**src/hdl/hmv_defs.svh**
```systemverilog
// Constants for the hardware master volume button block
`ifndef HMV_DEFS_SVH
`define HMV_DEFS_SVH

`define HMV_CLK_MHZ 250
`define HMV_DEBOUNCE_MS 25
`define HMV_DEBOUNCE_CYCLES (`HMV_DEBOUNCE_MS * `HMV_CLK_MHZ * 1000)
`define HMV_STEP_DB_TENTHS 15
`define HMV_RATE_DB_TENTHS_PER_S 15
`define HMV_STEP_MS (`HMV_STEP_DB_TENTHS * 1000 / `HMV_RATE_DB_TENTHS_PER_S)
`define HMV_STEP_CYCLES (`HMV_STEP_MS * `HMV_CLK_MHZ * 1000)
`define HMV_RANGE_DB_TENTHS 450
`define HMV_ATTN_MAX (`HMV_RANGE_DB_TENTHS / `HMV_STEP_DB_TENTHS)
`define HMV_IDX_LEVEL 10'h029
`define HMV_IDX_STATUS 10'h02a
`define HMV_LEVEL_RESET 16'h0000
`define HMV_ST_DOWN_BIT 0
`define HMV_ST_UP_BIT 1
`define HMV_ST_MODE_LSB 2
`define HMV_ST_MODE_MSB 5

`endif

```
**src/hdl/hmv_pkg.sv**
```systemverilog
// Types shared by the hardware master volume button block
`default_nettype none

package hmv_pkg;

	typedef struct packed {
		logic r_mute;
		logic [1:0] r_rsv;
		logic [4:0] r_attn;
		logic l_mute;
		logic [1:0] l_rsv;
		logic [4:0] l_attn;
	} hmv_level_t;

	typedef struct packed {
		logic down;
		logic up;
	} hmv_buttons_t;

	typedef enum logic [3:0] {
		HMV_IDLE = 4'b0001,
		HMV_DOWN = 4'b0010,
		HMV_UP = 4'b0100,
		HMV_MUTE = 4'b1000
	} hmv_mode_t;

endpackage

`default_nettype wire

```
**src/hdl/hmv_debounce.sv**
```systemverilog
// Minimum-low-time qualifier for one active-low button input
`timescale 1ns/10ps
`default_nettype none
`include "hmv_defs.svh"

module hmv_debounce #(
	parameter int unsigned CYCLES = `HMV_DEBOUNCE_CYCLES
) (
	input wire logic clk,
	input wire logic rst_n,
	input wire logic button_n,
	output logic qualified
);

	localparam int CW = $clog2(CYCLES + 1);
	localparam logic [CW-1:0] LAST = CW'(CYCLES - 1);

	if (CYCLES < 2) begin : g_bad_cycles
		$error("hmv_debounce: CYCLES must be at least 2");
	end

	logic [CW-1:0] cnt;
	logic [CW-1:0] next_cnt;
	logic next_qualified;

	always_comb begin
		next_cnt = cnt;
		next_qualified = qualified;
		if (button_n) begin
			next_cnt = '0;
			next_qualified = 1'b0;
		end else if (cnt == LAST) begin
			next_qualified = 1'b1;
		end else begin
			next_cnt = cnt + CW'(1);
		end
	end

	always_ff @(posedge clk or negedge rst_n) begin
		if (!rst_n) begin
			cnt <= '0;
			qualified <= 1'b0;
		end else begin
			cnt <= next_cnt;
			qualified <= next_qualified;
		end
	end
endmodule // hmv_debounce

`default_nettype wire

```
**src/hdl/hmv_top.sv**
```systemverilog
// Hardware master volume buttons with APB register access
//
// Local design decision: the APB register port.
`timescale 1ns/10ps
`default_nettype none
`include "hmv_defs.svh"

module hmv_top
	import hmv_pkg::*;
#(
	parameter int unsigned DEBOUNCE_CYCLES = `HMV_DEBOUNCE_CYCLES,
	parameter int unsigned STEP_CYCLES = `HMV_STEP_CYCLES
) (
	input wire logic clk,
	input wire logic nrst,
	input wire logic psel,
	input wire logic penable,
	input wire logic pwrite,
	input wire logic [11:0] paddr,
	input wire logic [31:0] pwdata,
	input wire logic [3:0] pstrb,
	output logic pready,
	output logic [31:0] prdata,
	output logic pslverr,
	input wire logic volume_down_button_n,
	input wire logic volume_up_button_n,
	output logic [4:0] left_out_attn,
	output logic left_out_mute,
	output logic [4:0] right_out_attn,
	output logic right_out_mute
);

	localparam logic [4:0] ATTN_MAX = 5'(`HMV_ATTN_MAX);
	localparam int SW = $clog2(STEP_CYCLES + 1);
	localparam logic [SW-1:0] STEP_LAST = SW'(STEP_CYCLES - 1);

	// Both timers need at least two counts per period
	if (STEP_CYCLES < 2) begin : g_bad_step
		$error("hmv_top: STEP_CYCLES must be at least 2");
	end
	if (DEBOUNCE_CYCLES < 2) begin : g_bad_debounce
		$error("hmv_top: DEBOUNCE_CYCLES must be at least 2");
	end

	// Saturating one-step move of an attenuation code
	function automatic logic [4:0] hmv_step(input logic [4:0] attn, input logic louder);
		logic [4:0] res;
		res = attn;
		if (louder) begin
			if (attn != 5'h00) begin
				res = attn - 5'h01;
			end
		end else if (attn < ATTN_MAX) begin
			res = attn + 5'h01;
		end
		return res;
	endfunction

	// Limits a software-written code to the attenuation range
	function automatic logic [4:0] hmv_clamp(input logic [4:0] attn);
		logic [4:0] res;
		res = attn;
		if (attn > ATTN_MAX) begin
			res = ATTN_MAX;
		end
		return res;
	endfunction

	// Reset release through two flip-flops
	logic rst_meta;
	logic rst_n;

	always_ff @(posedge clk or negedge nrst) begin
		if (!nrst) begin
			rst_meta <= 1'b0;
			rst_n <= 1'b0;
		end else begin
			rst_meta <= 1'b1;
			rst_n <= rst_meta;
		end
	end

	// Button qualification
	wire hmv_buttons_t qual;

	hmv_debounce #(
		.CYCLES(DEBOUNCE_CYCLES)
	) u_deb_down (
		.clk(clk),
		.rst_n(rst_n),
		.button_n(volume_down_button_n),
		.qualified(qual.down)
	);

	hmv_debounce #(
		.CYCLES(DEBOUNCE_CYCLES)
	) u_deb_up (
		.clk(clk),
		.rst_n(rst_n),
		.button_n(volume_up_button_n),
		.qualified(qual.up)
	);

	// Button mode and step rate timer
	hmv_mode_t mode;
	hmv_mode_t next_mode;
	logic [SW-1:0] step_cnt;
	logic [SW-1:0] next_step_cnt;
	logic step;

	always_comb begin
		if (qual.down && qual.up) begin
			next_mode = HMV_MUTE;
		end else if (qual.down) begin
			next_mode = HMV_DOWN;
		end else if (qual.up) begin
			next_mode = HMV_UP;
		end else begin
			next_mode = HMV_IDLE;
		end
		next_step_cnt = '0;
		step = 1'b0;
		// Count restarts on a mode change, so a new press steps at once
		unique case (mode)
			HMV_DOWN, HMV_UP: begin
				step = (step_cnt == '0);
				if (next_mode == mode && step_cnt != STEP_LAST) begin
					next_step_cnt = step_cnt + SW'(1);
				end
			end
			HMV_IDLE, HMV_MUTE: begin
				next_step_cnt = '0;
			end
		endcase
	end

	always_ff @(posedge clk or negedge rst_n) begin
		if (!rst_n) begin
			mode <= HMV_IDLE;
			step_cnt <= '0;
		end else begin
			mode <= next_mode;
			step_cnt <= next_step_cnt;
		end
	end

	// APB decode
	logic hit_level;
	logic hit_status;
	logic setup;
	logic access;
	logic wr_level;
	logic bad_index;
	logic ro_write;

	assign hit_level = (paddr[11:2] == `HMV_IDX_LEVEL);
	assign hit_status = (paddr[11:2] == `HMV_IDX_STATUS);
	assign setup = psel && !penable;
	assign access = psel && penable;
	assign wr_level = access && pwrite && hit_level;
	// Zero wait states: ready is the access phase itself
	assign pready = access;
	assign bad_index = !(hit_level || hit_status);
	assign ro_write = pwrite && hit_status;
	assign pslverr = access && (bad_index || ro_write);

	// Level register
	hmv_level_t level;
	hmv_level_t next_level;
	hmv_level_t wr_val;

	function automatic hmv_level_t wr_val_sel(input logic sel, input hmv_level_t a,
			input hmv_level_t b);
		return sel ? a : b;
	endfunction

	// A button change wins over a write in the same cycle
	always_comb begin
		wr_val = level;
		if (pstrb[0]) begin
			wr_val.l_attn = hmv_clamp(pwdata[4:0]);
			wr_val.l_mute = pwdata[7];
		end
		if (pstrb[1]) begin
			wr_val.r_attn = hmv_clamp(pwdata[12:8]);
			wr_val.r_mute = pwdata[15];
		end
		wr_val.l_rsv = 2'h0;
		wr_val.r_rsv = 2'h0;
		next_level = wr_val_sel(wr_level, wr_val, level);
		if (mode == HMV_MUTE) begin
			next_level.l_mute = 1'b1;
			next_level.r_mute = 1'b1;
		end else if (step) begin
			next_level.l_attn = hmv_step(level.l_attn, mode == HMV_UP);
			next_level.r_attn = hmv_step(level.r_attn, mode == HMV_UP);
			next_level.l_mute = 1'b0;
			next_level.r_mute = 1'b0;
		end
	end

	always_ff @(posedge clk or negedge rst_n) begin
		if (!rst_n) begin
			level <= hmv_level_t'(`HMV_LEVEL_RESET);
		end else begin
			level <= next_level;
		end
	end

	// Read data and outputs
	logic [31:0] next_prdata;
	logic [15:0] status;

	// Read data is captured in setup so it stands through the access phase
	always_comb begin
		status = 16'h0000;
		status[`HMV_ST_DOWN_BIT] = qual.down;
		status[`HMV_ST_UP_BIT] = qual.up;
		status[`HMV_ST_MODE_MSB:`HMV_ST_MODE_LSB] = mode;
		next_prdata = prdata;
		if (setup) begin
			next_prdata = 32'h0000_0000;
			if (hit_level) begin
				next_prdata = {16'h0000, level};
			end else if (hit_status) begin
				next_prdata = {16'h0000, status};
			end
		end
	end

	always_ff @(posedge clk or negedge rst_n) begin
		if (!rst_n) begin
			prdata <= 32'h0000_0000;
			left_out_attn <= 5'h00;
			left_out_mute <= 1'b0;
			right_out_attn <= 5'h00;
			right_out_mute <= 1'b0;
		end else begin
			prdata <= next_prdata;
			left_out_attn <= level.l_attn;
			left_out_mute <= level.l_mute;
			right_out_attn <= level.r_attn;
			right_out_mute <= level.r_mute;
		end
	end
endmodule // hmv_top

`default_nettype wire

```
**config.mk**
```make
export PLATFORM = sky130hd
export DESIGN_NAME = hmv_top
export DESIGN_NICKNAME = d
export VERILOG_FILES = /design/src/hdl/hmv_pkg.sv /design/src/hdl/hmv_debounce.sv /design/src/hdl/hmv_top.sv
export VERILOG_INCLUDE_DIRS = /design/src /design/src/hdl
export SDC_FILE = /design/constraint.sdc
export NUM_CORES = 1
export LEC_CHECK = 0
export ABC_AREA = 1
export BUFFER_PORTS_ARGS = -buffer_cell sky130_fd_sc_hd__buf_2
export CAP_MARGIN = 20
export CORE_MARGIN = 5
export CORE_UTILIZATION = 60
export CTS_BUF_LIST = sky130_fd_sc_hd__clkbuf_8
export CTS_CLUSTER_DIAMETER = 100
export DETAILED_ROUTE_END_ITERATION = 8
export PLACE_DENSITY = 0.95
export SKIP_CTS_REPAIR_TIMING = 1
export SLEW_MARGIN = 20
export SYNTH_ARGS = -nofsm -noshare
export SYNTH_HDL_FRONTEND = slang
export SYNTH_SLANG_ARGS = --single-unit
```
**constraint.sdc**
```tcl
create_clock -name clk -period 4.35 [get_ports clk]
set_clock_uncertainty 0.2 [all_clocks]
set_input_delay 0.435 -clock clk [delete_from_list [all_inputs] [get_ports clk]]
set_output_delay 0.435 -clock clk [all_outputs]
set_load 0.01 [all_outputs]
```
; ---- Yosys cells after proc, flatten, opt, wreduce, memory -nomap -nowiden
; Index checks and enable logic that the tools add are counted.
[op_classes]
n_addsub = 7
magnitude_cmp = 4
n_eq_ne = 16
mux = 36
reduce_logical = 26
[op_table]
columns = cell, count
row1 = $mux W23, 4
row2 = $mux W5, 13
row3 = $pmux W28 S2, 1
row4 = $add A23 B1 Y23 const B, 2
row5 = $eq A23 B23 Y1 const B, 2
row6 = $mux W16, 2
row7 = $add A28 B1 Y28 const B, 1
row8 = $logic_not A28 Y1, 1
row9 = $mux W28, 1
row10 = $ne A28 B28 Y1 const B, 1
row11 = $eq A10 B6 Y1 const B, 2
row12 = $mux W6, 2
row13 = $add A5 B1 Y5 const B, 2
row14 = $gt A5 B5 Y1 const B, 2
row15 = $lt A5 B5 Y1 const B, 2
row16 = $mux W1, 10
row17 = $reduce_bool A5 Y1, 2
row18 = $sub A5 B1 Y5 const B, 2
row19 = $reduce_bool A3 Y1, 3
row20 = $logic_and A1 B1 Y1, 8
row21 = $ne A4 B1 Y1 const B, 2
row22 = $ne A4 B3 Y1 const B, 2
row23 = $reduce_and A2 Y1, 4
row24 = $mux W3, 2
row25 = other kinds (11), 16
[word_totals]
register_bits = 138
in_bits = 55
output_inout_bits = 46

; ---- Depth between registers and ports, before layout
; Gate-level depths: netlist of run 1.
[logic_depth]
ltp_word = 7
mapped_depth = 15
mapped_depth_nobuf = 15

; ---- Cells and area by module
; From an unflattened synthesis of run 1, not the netlist that was laid out.
[unflattened]
cells_unflattened = 1025
hier_area_um2 = 7457.2
[modules_own_cells]
columns = mod, instances, cells_each, area_each_um2
row1 = hmv_top, 1, 639, 4569.4
row2 = hmv_debounce, 2, 193, 1443.9

; ---- Worst setup path before layout of run 1
; No wires, ideal clock.
[synth_path]
path_type = register to register
startpoint = reg mode[0]
endpoint = reg level[12] (netlist name)
setup_ns = 0.119
arrival_time_ns = 1.603
setup_slack_ns = 2.428
path_stages_with_launch = 16
path_buffers = 1
synth_period_minus_slack_ns = 1.922
cell_sequence = dfstp_2 > buf_4 > nor2_4 > nand2_4 > nand2_1 > nand2_1 > inv_1 > ha_1 > inv_1 > nand2_1 > nand3_1 > nand2_1 > nand2_1 > nand3_1 > nand2_1 > nand2_1
[synth_via]
elab_chain_len = 5
elab_cells_between_ends = 11
[synth_lines]
columns = item, line_no
row1 = from (decl), hmv_top.sv:105  ; hmv_mode_t mode;
row2 = from (signal assigned), hmv_top.sv:142  ; mode <= next_mode;
row3 = $eq A4 B3 Y1 or $eq A4 B2 Y1 (tied branches), "hmv_top.sv:124, hmv_top.sv:196"
row4 = $reduce_or A2 Y1, hmv_top.sv:124  ; unique case (mode)
row5 = $mux W1, hmv_top.sv:124
row6 = $ne A4 B3 Y1 (no line) (tied with other cells), -
row7 = $reduce_and A2 Y1 (no line) or $mux W5 (tied branches), -
row8 = to (signal assigned), hmv_top.sv:204  ; level <= hmv_level_t'(`HMV_LEVEL_RESET);
row9 = to (signal assigned), hmv_top.sv:206  ; level <= next_level;
row10 = to (decl), hmv_top.sv:168  ; hmv_level_t level;
; Several ways; a longest one is shown, not always the timed one.
; A chain may end at the register's enable or synchronous reset.

; ---- Worst setup path after layout of run 1
[layout_path]
startpoint = in paddr[9]
endpoint = out pslverr
[layout_via]
elab_chain_len = 5
elab_cells_between_ends = 7
[layout_lines]
columns = item, line_no
row1 = from (decl), hmv_top.sv:19  ; input wire logic [11:0] paddr,
row2 = $eq A10 B6 Y1 (no line), -
row3 = $logic_or A1 B1 Y1, hmv_top.sv:163  ; assign bad_index = !(hit_level || hit_status);
row4 = $logic_not A1 Y1, hmv_top.sv:163
row5 = $logic_or A1 B1 Y1 (*), hmv_top.sv:165  ; assign pslverr = access && (bad_index || ro_write);
row6 = $logic_and A1 B1 Y1 (*), hmv_top.sv:165
row7 = to (decl), hmv_top.sv:24  ; output logic pslverr,
; Mark *: on every way between the ends. The rest lies on a longest branch, timed or not.

==> results.yml, run 1 <==
min_path:
  hp-class: "in -> reg"
route:
  via_count: 6871
  drc_errors: 0
  vias_per_cell: 5.55
  wire_per_inst_um: 14.2
  ant_nets: 0
  wirelength_um: 17600
  drtPass1Iterations: 6
  drtIter0Drc: 755
run:
  max-cap-violations: 0
clock_network:
  cts_made_buffers: 17
  clk_latency_ns: 0.44
  cts_tree: "built"
  clock_path_buffers: 2
  htreeDepth: 4
  cts.sinks: 119
  cts.clk_slew.worst_paths_ns: 0.07
  root_buffer: "clkbuf_8"
sta:
  clock.fmax_mhz: 404
  setup_viol: 0
  tightest_slew_ns: 0.847
  period_share: 0.569
  rsz0062_at_grt: "no"
  post-route-min-period_ns: 2.48
  setup_tns_ns: 0
  slew_violations: 0
  hold_viol: 0
  relSlewSlack: 0.433
grt:
  grt_pass1_wl_um: 29500
  grt_max_degree: 52
  grt_pass1_vias: 6490
  grt_usage: 0.248
  gr-total-overflow: 0
  antenna_found_initial: 0
finish:
  drive_above_1_share: 0.136
  areaGrowthSynthToFinish_pct: 11.6
  final_cell_mix: "nand2_1, nor2_1, inv_1, dfrtp_1, nand3_1"
  fin_area_um2: 8150
  nets: 1138
  stdcell_count: 1237
  final_common_cell: "nand2_1"
  fin_util: 0.682
  antenna_cells: 0
yosys:
  syn_avg_cell_area_um2: 7.21
  synth_adder_area_share: 0.0103
  synth_compound_area_frac: 0.0661
  syn-cell-area_um2: 7310
  yosysSeqAreaShare: 0.408
  synth_cells: 1014
  ys_ff_latch: 119
  synth_top_family_by_area: "simple AND/OR/NAND/NOR gates"
  muxShareOfSynthArea: 0
  synth-simple-area-share: 0.382
  synth_xor_area_frac: 0.0312
  ys_types: 41
  yosysWarnings: 0
setup_path:
  required_ns: 3.71
  r2r_slack_ns: 2.12
  cp-endpoint: "pslverr"
  cp.arrival_ns: 1.84
  startpoint: "paddr[9]"
  startpoint_type: "input port"
  path_class: "in -> out"
  end_kind: "output pin"
  crit_fanout: 6
  r2r_start: "mode[0]$_DFF_PN1_"
  worstReg2RegEnd: "step_cnt[13]$_DFF_PN0_"
  reg2reg_depth: 6
die:
  core_area_um2: 12000
  die_area_um2: 14500
  fp.dieH_um: 120
  ios: 101
  die_w_um: 120
  num_rows: 40
  start_util: 0.611
placed_design:
  postPlaceCellArea_um2: 7630
  gp_congestion: 0.963
  numPortBuffers: 57
  dp_cells: 1204
  hpwl_um: 12800
run_status:
  status: "finished, final reports clean"
pwr:
  total_power_w: 0.00264
  leakagePower_nw: 4.00
  ir_worst_vdd_uv: 346
  powerDensity_nw_per_um2: 324
[layout make-up]
cell class,count,area (um^2)
sequential,119,2980
timing repair buffer,60,310
clock buffer,19,262
fill,949,3810
inverter,137,517
clock inverter,13,249
multi-input combinational,742,3650
tap,147,184
[worst max-delay path, cell delays in order]
cell	delay [ns]
buf_2	0.09
nor2_1	0.10
nand2_1	0.07
nor3_1	0.65
nand2_1	0.16
nor2_1	0.13
nor3_1	0.05
buf_2	0.16
[layer usage]
metal  global-route usage  wire length [um]
met4               0.0921               490
met2                0.410              8420
met3               0.0636              1300
met5                    0                 0
met1                0.316              7390
[synthesized netlist by cell type]
library cell / number / area share
nand2_1: 244 / 0.13
nor2_1: 145 / 0.074
inv_1: 128 / 0.066
dfrtp_1: 118 / 0.40
nand3_1: 86 / 0.059
nor3_1: 36 / 0.025
o21ai_0: 35 / 0.024
a21oi_1: 33 / 0.023
nand4_1: 32 / 0.027
xor2_1: 23 / 0.028
buf_4: 20 / 0.021
nor3_2: 11 / 0.015
nor2_2: 10 / 0.0086
nor2_4: 9 / 0.014
a31oi_1: 8 / 0.0068
clkbuf_1: 7 / 0.0036
inv_2: 7 / 0.0036
ha_1: 6 / 0.010
o31ai_1: 6 / 0.0062
nor4_1: 5 / 0.0043
o21ai_1: 5 / 0.0034
buf_2: 4 / 0.0027
nand2_4: 4 / 0.0062
buf_6: 3 / 0.0046
nand2_2: 3 / 0.0026
nand3_2: 3 / 0.0041
or2_2: 3 / 0.0026
xnor2_1: 3 / 0.0036
conb_1: 2 / 0.0010
nand3b_1: 2 / 0.0021
nor3_4: 2 / 0.0045
o21a_1: 2 / 0.0021
and2_1: 1 / 0.00086
and3_1: 1 / 0.00086
clkinv_1: 1 / 0.00051
dfstp_2: 1 / 0.0036
inv_4: 1 / 0.00086
nand4_4: 1 / 0.0029
nor4_2: 1 / 0.0017
o211ai_1: 1 / 0.0010
or2_1: 1 / 0.00086
[worst min-delay path by stage]
stage / slack, ns / endpoint / depth (start not counted) / from
5_1_grt: 0.05 / u_deb_up.qualified$_DFFE_PN0P_ / 2 / volume_up_button_n
3_5_place_dp: 0.02 / rst_meta$_DFF_PN0_ / 1 / nrst
3_3_place_gp: 0.02 / rst_meta$_DFF_PN0_ / 1 / nrst
6_report: 0.08 / level[15]$_DFFE_PN0P_ / 3 / pwdata[15]
4_1_cts: -0.45 / rst_n$_DFF_PN0_ / 1 / nrst
2_1_floorplan: -0.06 / rst_meta$_DFF_PN0_ / 0 / nrst
[sequential cells by signal, summed over array words and instances (netlist names)]
register,cells
rst_n,1
right_out_mute,1
mode,4
prdata,13
step_cnt,28
u_deb_up.qualified,1
left_out_mute,1
right_out_attn,5
u_deb_down.cnt,23
level,12
left_out_attn,5
rst_meta,1
u_deb_up.cnt,23
u_deb_down.qualified,1
[kinds of logic (layout without fill, tap and decap cells)]
logic type               count (synthesis)  count (layout)
flip-flops                             119             119
buffers and inverters                  171             229
XOR/XNOR                                26              26
adder cells (fa/ha/maj)                  6               6
other                                    2              20
AND/OR/NAND/NOR                        600             600
AO/OA/AOI/OAI                           90              90
[through the flow]
step	setup WS [ns]	hold WS, ns
CTS	1.89	-0.446
global placement	1.97	0.0203
finish	1.87	0.0774
detailed placement	1.89	0.0235
global route	1.60	0.0548
floorplan	0.591	-0.0606
[where the power goes]
group / leakage, nW / switching [W] / internal, W
logic: 2.14 / 0.000114 / 0.0000606
clock network: 0.252 / 0.000458 / 0.000826
registers: 1.60 / 0.0000424 / 0.00114
total: 4.00 / 0.000614 / 0.00203
Power figures use the tool's default switching activity.
==> inputs of run 2 (changes only) <==
- clock period: 4.35 -> 2.57 ns (I/O delays scaled with it)
==> results.yml, run 2 (synthesis gave the netlist of run 1 again) <==
run_status:
  status: "finished with violations"
  violations: "negative hold slack"
route:
  drc_errors: 0
  wire_per_inst_um: 14.0
  via_count: 6990
  wirelength_um: 17500
  ant_nets: 0
  drtPass1Iterations: 5
  drtIter0Drc: 704
  vias_per_cell: 5.59
clock_network:
  clk_latency_ns: 0.46
  htreeDepth: 4
  cts.sinks: 119
  clock_path_buffers: 2
  root_buffer: "clkbuf_8"
  cts.clk_slew.worst_paths_ns: 0.08
  cts_made_buffers: 17
  cts_tree: "built"
setup_path:
  timing.critical_path.mode_cell: "nand2_1"
  crit_fanout: 10
  crit_buf_inv: 2
  required_ns: 2.72
  crit_chain: "nor2_4 > nand2_4 > nand2_1 > nand2_1 > inv_1 > ha_1 > inv_1 > nand2_1 > nand3_1 > nand2_1 > nand2_1 > nand3_1 > nand2_1 > nand2_1"
  crit_family: "simple AND/OR/NAND/NOR gates"
  end_kind: "flop"
  slowest_delay_ns: 0.62
  cp.arrival_ns: 2.32
  startpoint_type: "flop"
  r2r_start: "mode[0]$_DFF_PN1_"
  path_class: "reg -> reg"
  slowest_stage: "dfstp_2"
  startpoint: "mode[0]$_DFF_PN1_"
sta:
  fin_ws_ns: 0.405
  setup_viol: 0
  hold_viol: 1
  clock.fmax_mhz: 462
  tightest_slew_ns: 0.600
  setup_tns_ns: 0
  rsz0062_at_grt: "no"
  period_share: 0.842
  hold_slack_ns: -0.0175
  slew_violations: 0
  relSlewSlack: 0.599
  post-route-min-period_ns: 2.16
die:
  die_w_um: 120
  die_area_um2: 14500
  fp.dieH_um: 120
  num_rows: 40
  ios: 101
  core_area_um2: 12000
  start_util: 0.611
pwr:
  p_int_w: 0.00281
  power_frac_comb: 0.080
  ir_worst_vdd_uv: 323
  powerDensity_nw_per_um2: 479
  leakagePower_nw: 4.00
  switching_share: 0.278
  power.share.clock: 0.406
  p_seq_frac: 0.514
  power_switching_w: 0.00109
  total_power_w: 0.00390
grt:
  antenna_found_initial: 0
  grt_pass1_wl_um: 29300
  gr-total-overflow: 0
  grt_pass1_vias: 6465
  grt_usage: 0.249
  grt_max_degree: 44
min_path:
  hp-class: "in -> reg"
  hp-start: "pwdata[1]"
placed_design:
  dp_slack_ns: 0.440
  gp_congestion: 0.957
  numPortBuffers: 57
  hpwl_um: 12900
finish:
  areaGrowthSynthToFinish_pct: 11.3
  reg_top3: "step_cnt (28), u_deb_down.cnt (23), u_deb_up.cnt (23)"
  largest_reg_flops: 28
  fillers: 955
  antenna_cells: 0
  final_cell_mix: "nand2_1, nor2_1, inv_1, dfrtp_1, nand3_1"
  top_register: "step_cnt"
  final_common_cell: "nand2_1"
  drive_above_1_share: 0.140
  nets: 1151
  fin_util: 0.680
run:
  max-cap-violations: 0
-- run 2: changes by cell type in the layout (fill, tap and decap cells not counted) --
cell           before  now
buf_12              0    1
dlygate4sd3_1       1    8
inv_6               0    2
clkbuf_8           19   17
buf_4               2    7
clkinv_4            1    5
clkinv_2            3    5
bufinv_16           7    1
-- run 2: final timing paths --
kind | endpoint | cells past startpoint | slack [ns]
hold reg to reg | level[2]$_DFFE_PN0P_ | 0 | 0.10
setup / recovery | level[12]$_DFFE_PN0P_ | 14 | 0.41
hold / removal | level[1]$_DFFE_PN0P_ | 5 | -0.02
max in group asynchronous | u_deb_down.cnt[13]$_DFFE_PN0P_ | 1 | 1.43
setup reg to reg | level[12]$_DFFE_PN0P_ | 14 | 0.41
min in group asynchronous | level[2]$_DFFE_PN0P_ | 0 | 0.10
-- run 2: area by class of cell --
| cell class | instances | area, um^2 | area share |
|---|---|---|---|
| clock buffer | 17 | 234 | 0.0288 |
| clock inverter | 15 | 131 | 0.0161 |
| inverter | 137 | 517 | 0.0635 |
| multi-input combinational | 742 | 3650 | 0.449 |
| sequential | 119 | 2980 | 0.367 |
| tap | 147 | 184 | 0.0226 |
| timing repair buffer | 73 | 438 | 0.0538 |
-- run 2: power groups by stage --
stage / clock network [W] / registers, W / logic [W]
after floorplan: 0 / 0.00205 / 0.000177
after global placement: 0 / 0.00203 / 0.000288
after detailed placement: 0 / 0.00204 / 0.000296
after CTS: 0.00160 / 0.00200 / 0.000301
after global routing: 0.00167 / 0.00201 / 0.000354
final: 0.00158 / 0.00200 / 0.000311
-- run 2: worst register-to-register path: stages (launching register included) --
cell	delay (ns)
dfstp_2	0.62
nor2_4	0.09
nand2_4	0.17
nand2_1	0.11
nand2_1	0.07
inv_1	0.04
ha_1	0.17
inv_1	0.06
nand2_1	0.08
nand3_1	0.11
nand2_1	0.06
nand2_1	0.07
nand3_1	0.06
nand2_1	0.08
nand2_1	0.05
-- run 2: stage by stage --
step           cell area [um^2]  std cells
2_1_floorplan              7380       1032
3_3_place_gp               7690       1210
3_5_place_dp               7690       1210
4_1_cts                    8060       1242
5_1_grt                    8140       1250
6_report                   8140       1250
-- run 2: routing by layer --
metal,part of all wire,global-route usage,vias to the layer above
li1,-,-,3387
met1,0.42,0.322,3235
met2,0.48,0.405,318
met3,0.072,0.0496,50
met4,0.030,0.113,0
met5,0,0,-
==> inputs of run 3 (changes only) <==
- ABC_AREA: 1 -> 0
- CORE_UTILIZATION: 60 -> 59
- clock period: 2.57 -> 2.2 ns (I/O delays scaled with it)
==> results.yml, run 3 <==
run_status:
  status: "finished with violations"
  violations: "negative setup slack"
placed_design:
  dp_slack_ns: -0.319
  hpwl_um: 10800
  numPortBuffers: 57
  gp_congestion: 0.983
sta:
  slew_violations: 0
  tightest_slew_ns: 1.19
  period_share: 1.14
  rsz0062_at_grt: "yes"
  hold_viol: 0
  clock.fmax_mhz: 400
  relSlewSlack: 0.207
  post-route-min-period_ns: 2.50
  setup_viol: 38
  fin_ws_ns: -0.300
yosys:
  synth_cells: 627
  syn-cell-area_um2: 6070
  syn_avg_cell_area_um2: 9.69
  synth_edf_count: 0
  yosysTopAreaCellShare: 0.486
  yosysTopAreaCell: "dfrtp_1"
  ys_async_sr_fraction: 1.00
  yosysSeqAreaShare: 0.491
  yosysWarnings: 0
  synth_most_common_cell: "dfrtp_1"
  synth_area_leaders: "dfrtp_1, nor2_1, xor2_1"
  ys.flop_type: "dfrtp_1"
  ys_types: 58
  ys_ff_latch: 119
  synthTopCellsByCount: "dfrtp_1, nor2_1, nand2_1"
grt:
  grt_pass1_wl_um: 27700
  grt_pass1_vias: 5702
  antenna_found_initial: 0
  gr-total-overflow: 0
  grt_max_degree: 38
  grt_usage: 0.275
clock_network:
  clk_latency_ns: 0.45
  cts_tree: "built"
  clock_path_buffers: 2
  htreeDepth: 4
  root_buffer: "clkbuf_8"
  cts_made_buffers: 17
  cts.sinks: 119
  cts.clk_slew.worst_paths_ns: 0.08
min_path:
  hp-class: "in -> reg"
  hp-start: "volume_down_button_n"
  min_to: "u_deb_down.cnt[8]$_DFFE_PN0P_"
  hold_depth: 2
setup_path:
  end_kind: "flop"
  path_class: "reg -> reg"
  r2r_start: "mode[0]$_DFF_PN1_"
  startpoint_type: "flop"
  crit_fanout: 4
  r2r_slack_ns: -0.30
  cp.arrival_ns: 2.64
  reg2reg_depth: 8
  worstReg2RegEnd: "level[12]$_DFFE_PN0P_"
  required_ns: 2.34
route:
  drc_errors: 0
  vias_per_cell: 6.71
  drtPass1Iterations: 8
  wirelength_um: 20700
  drtIter0Drc: 963
  via_count: 6193
  wire_per_inst_um: 22.4
  ant_nets: 0
run:
  max-cap-violations: 0
die:
  ios: 101
  fp.dieH_um: 111
  die_w_um: 111
  die_area_um2: 12400
  num_rows: 37
  core_area_um2: 10200
  start_util: 0.596
finish:
  reg_top3: "step_cnt (28), u_deb_down.cnt (23), u_deb_up.cnt (23)"
  final_cell_mix: "dfrtp_1, nor2_1, buf_4, buf_2, nand2_1"
  fin_util: 0.775
  largest_reg_flops: 28
  areaGrowthSynthToFinish_pct: 30.0
  drive_above_1_share: 0.265
  nets: 835
  top_register: "step_cnt"
  final_common_cell: "dfrtp_1"
pwr:
  ir_worst_vdd_uv: 462
  leakagePower_nw: 3.51
  powerDensity_nw_per_um2: 616
==> run 3: critical path, stage by stage, from the launching register on <==
cell	delay (ns)
dfstp_2	0.41
or4b_4	0.59
xnor2_2	0.17
ha_2	0.25
nor2_4	0.06
and4_1	0.15
o211ai_1	0.22
a21oi_1	0.11
o211a_1	0.24
==> run 3: report_power, final <==
part | switching [W] | total (W) | internal (W)
clock network | 0.000930 | 0.00205 | 0.00112
logic | 0.000255 | 0.000428 | 0.000173
registers | 0.000115 | 0.00239 | 0.00227
==> run 3: per-layer routing <==
metal | wire length [um] | up-vias | GRT usage
met3 | 2020 | 222 | 0.0679
met1 | 7030 | 2887 | 0.323
met5 | 0 | - | 0
met2 | 9950 | 595 | 0.460
li1 | - | 2489 | -
met4 | 1720 | 0 | 0.161
==> run 3: worst max path at each step <==
stage	slack [ns]	start	to	cells after the start
3_5_place_dp	-0.32	step_cnt[24]$_DFF_PN0_	level[0]$_DFFE_PN0P_	5
6_report	-0.30	mode[0]$_DFF_PN1_	level[12]$_DFFE_PN0P_	8
4_1_cts	-0.33	step_cnt[24]$_DFF_PN0_	level[0]$_DFFE_PN0P_	5
2_1_floorplan	-0.22	step_cnt[19]$_DFF_PN0_	level[0]$_DFFE_PN0P_	5
5_1_grt	-0.38	mode[0]$_DFF_PN1_	level[12]$_DFFE_PN0P_	8
3_3_place_gp	-0.24	step_cnt[24]$_DFF_PN0_	level[0]$_DFFE_PN0P_	5
==> run 3: layout make-up <==
cell class | instances | area [um^2]
Antenna cell | 1 | 2.50
Clock buffer | 18 | 248
Clock inverter | 13 | 141
Fill cell | 550 | 2290
Inverter | 13 | 48.8
Multi-Input combinational cell | 472 | 3120
Sequential cell | 119 | 2980
Tap cell | 136 | 170
Timing Repair Buffer | 151 | 1180
==> run 3: cell families after synthesis <==
| family | synth area share |
|---|---|
| multiplexers | 0.00865 |
| other | 0.00124 |
| adder cells (fa/ha/maj) | 0.0124 |
| buffers and inverters | 0.0482 |
| flip-flops | 0.491 |
| AND/OR/NAND/NOR | 0.261 |
| AO/OA/AOI/OAI | 0.0841 |
| XOR/XNOR | 0.0937 |
==> run 3: through the flow <==
step | cells | hold WS [ns] | power, W | TNS [ns] | instance area, um^2
global route | 922 | 0.0156 | 0.00499 | -6.46 | 7890
CTS | 895 | -0.662 | 0.00473 | -2.65 | 7330
global placement | 864 | -0.196 | 0.00273 | -1.42 | 6940
finish | 923 | 0.00377 | 0.00487 | -4.27 | 7890
floorplan | 645 | -0.276 | 0.00260 | -3.10 | 6190
detailed placement | 864 | -0.193 | 0.00275 | -2.34 | 6940
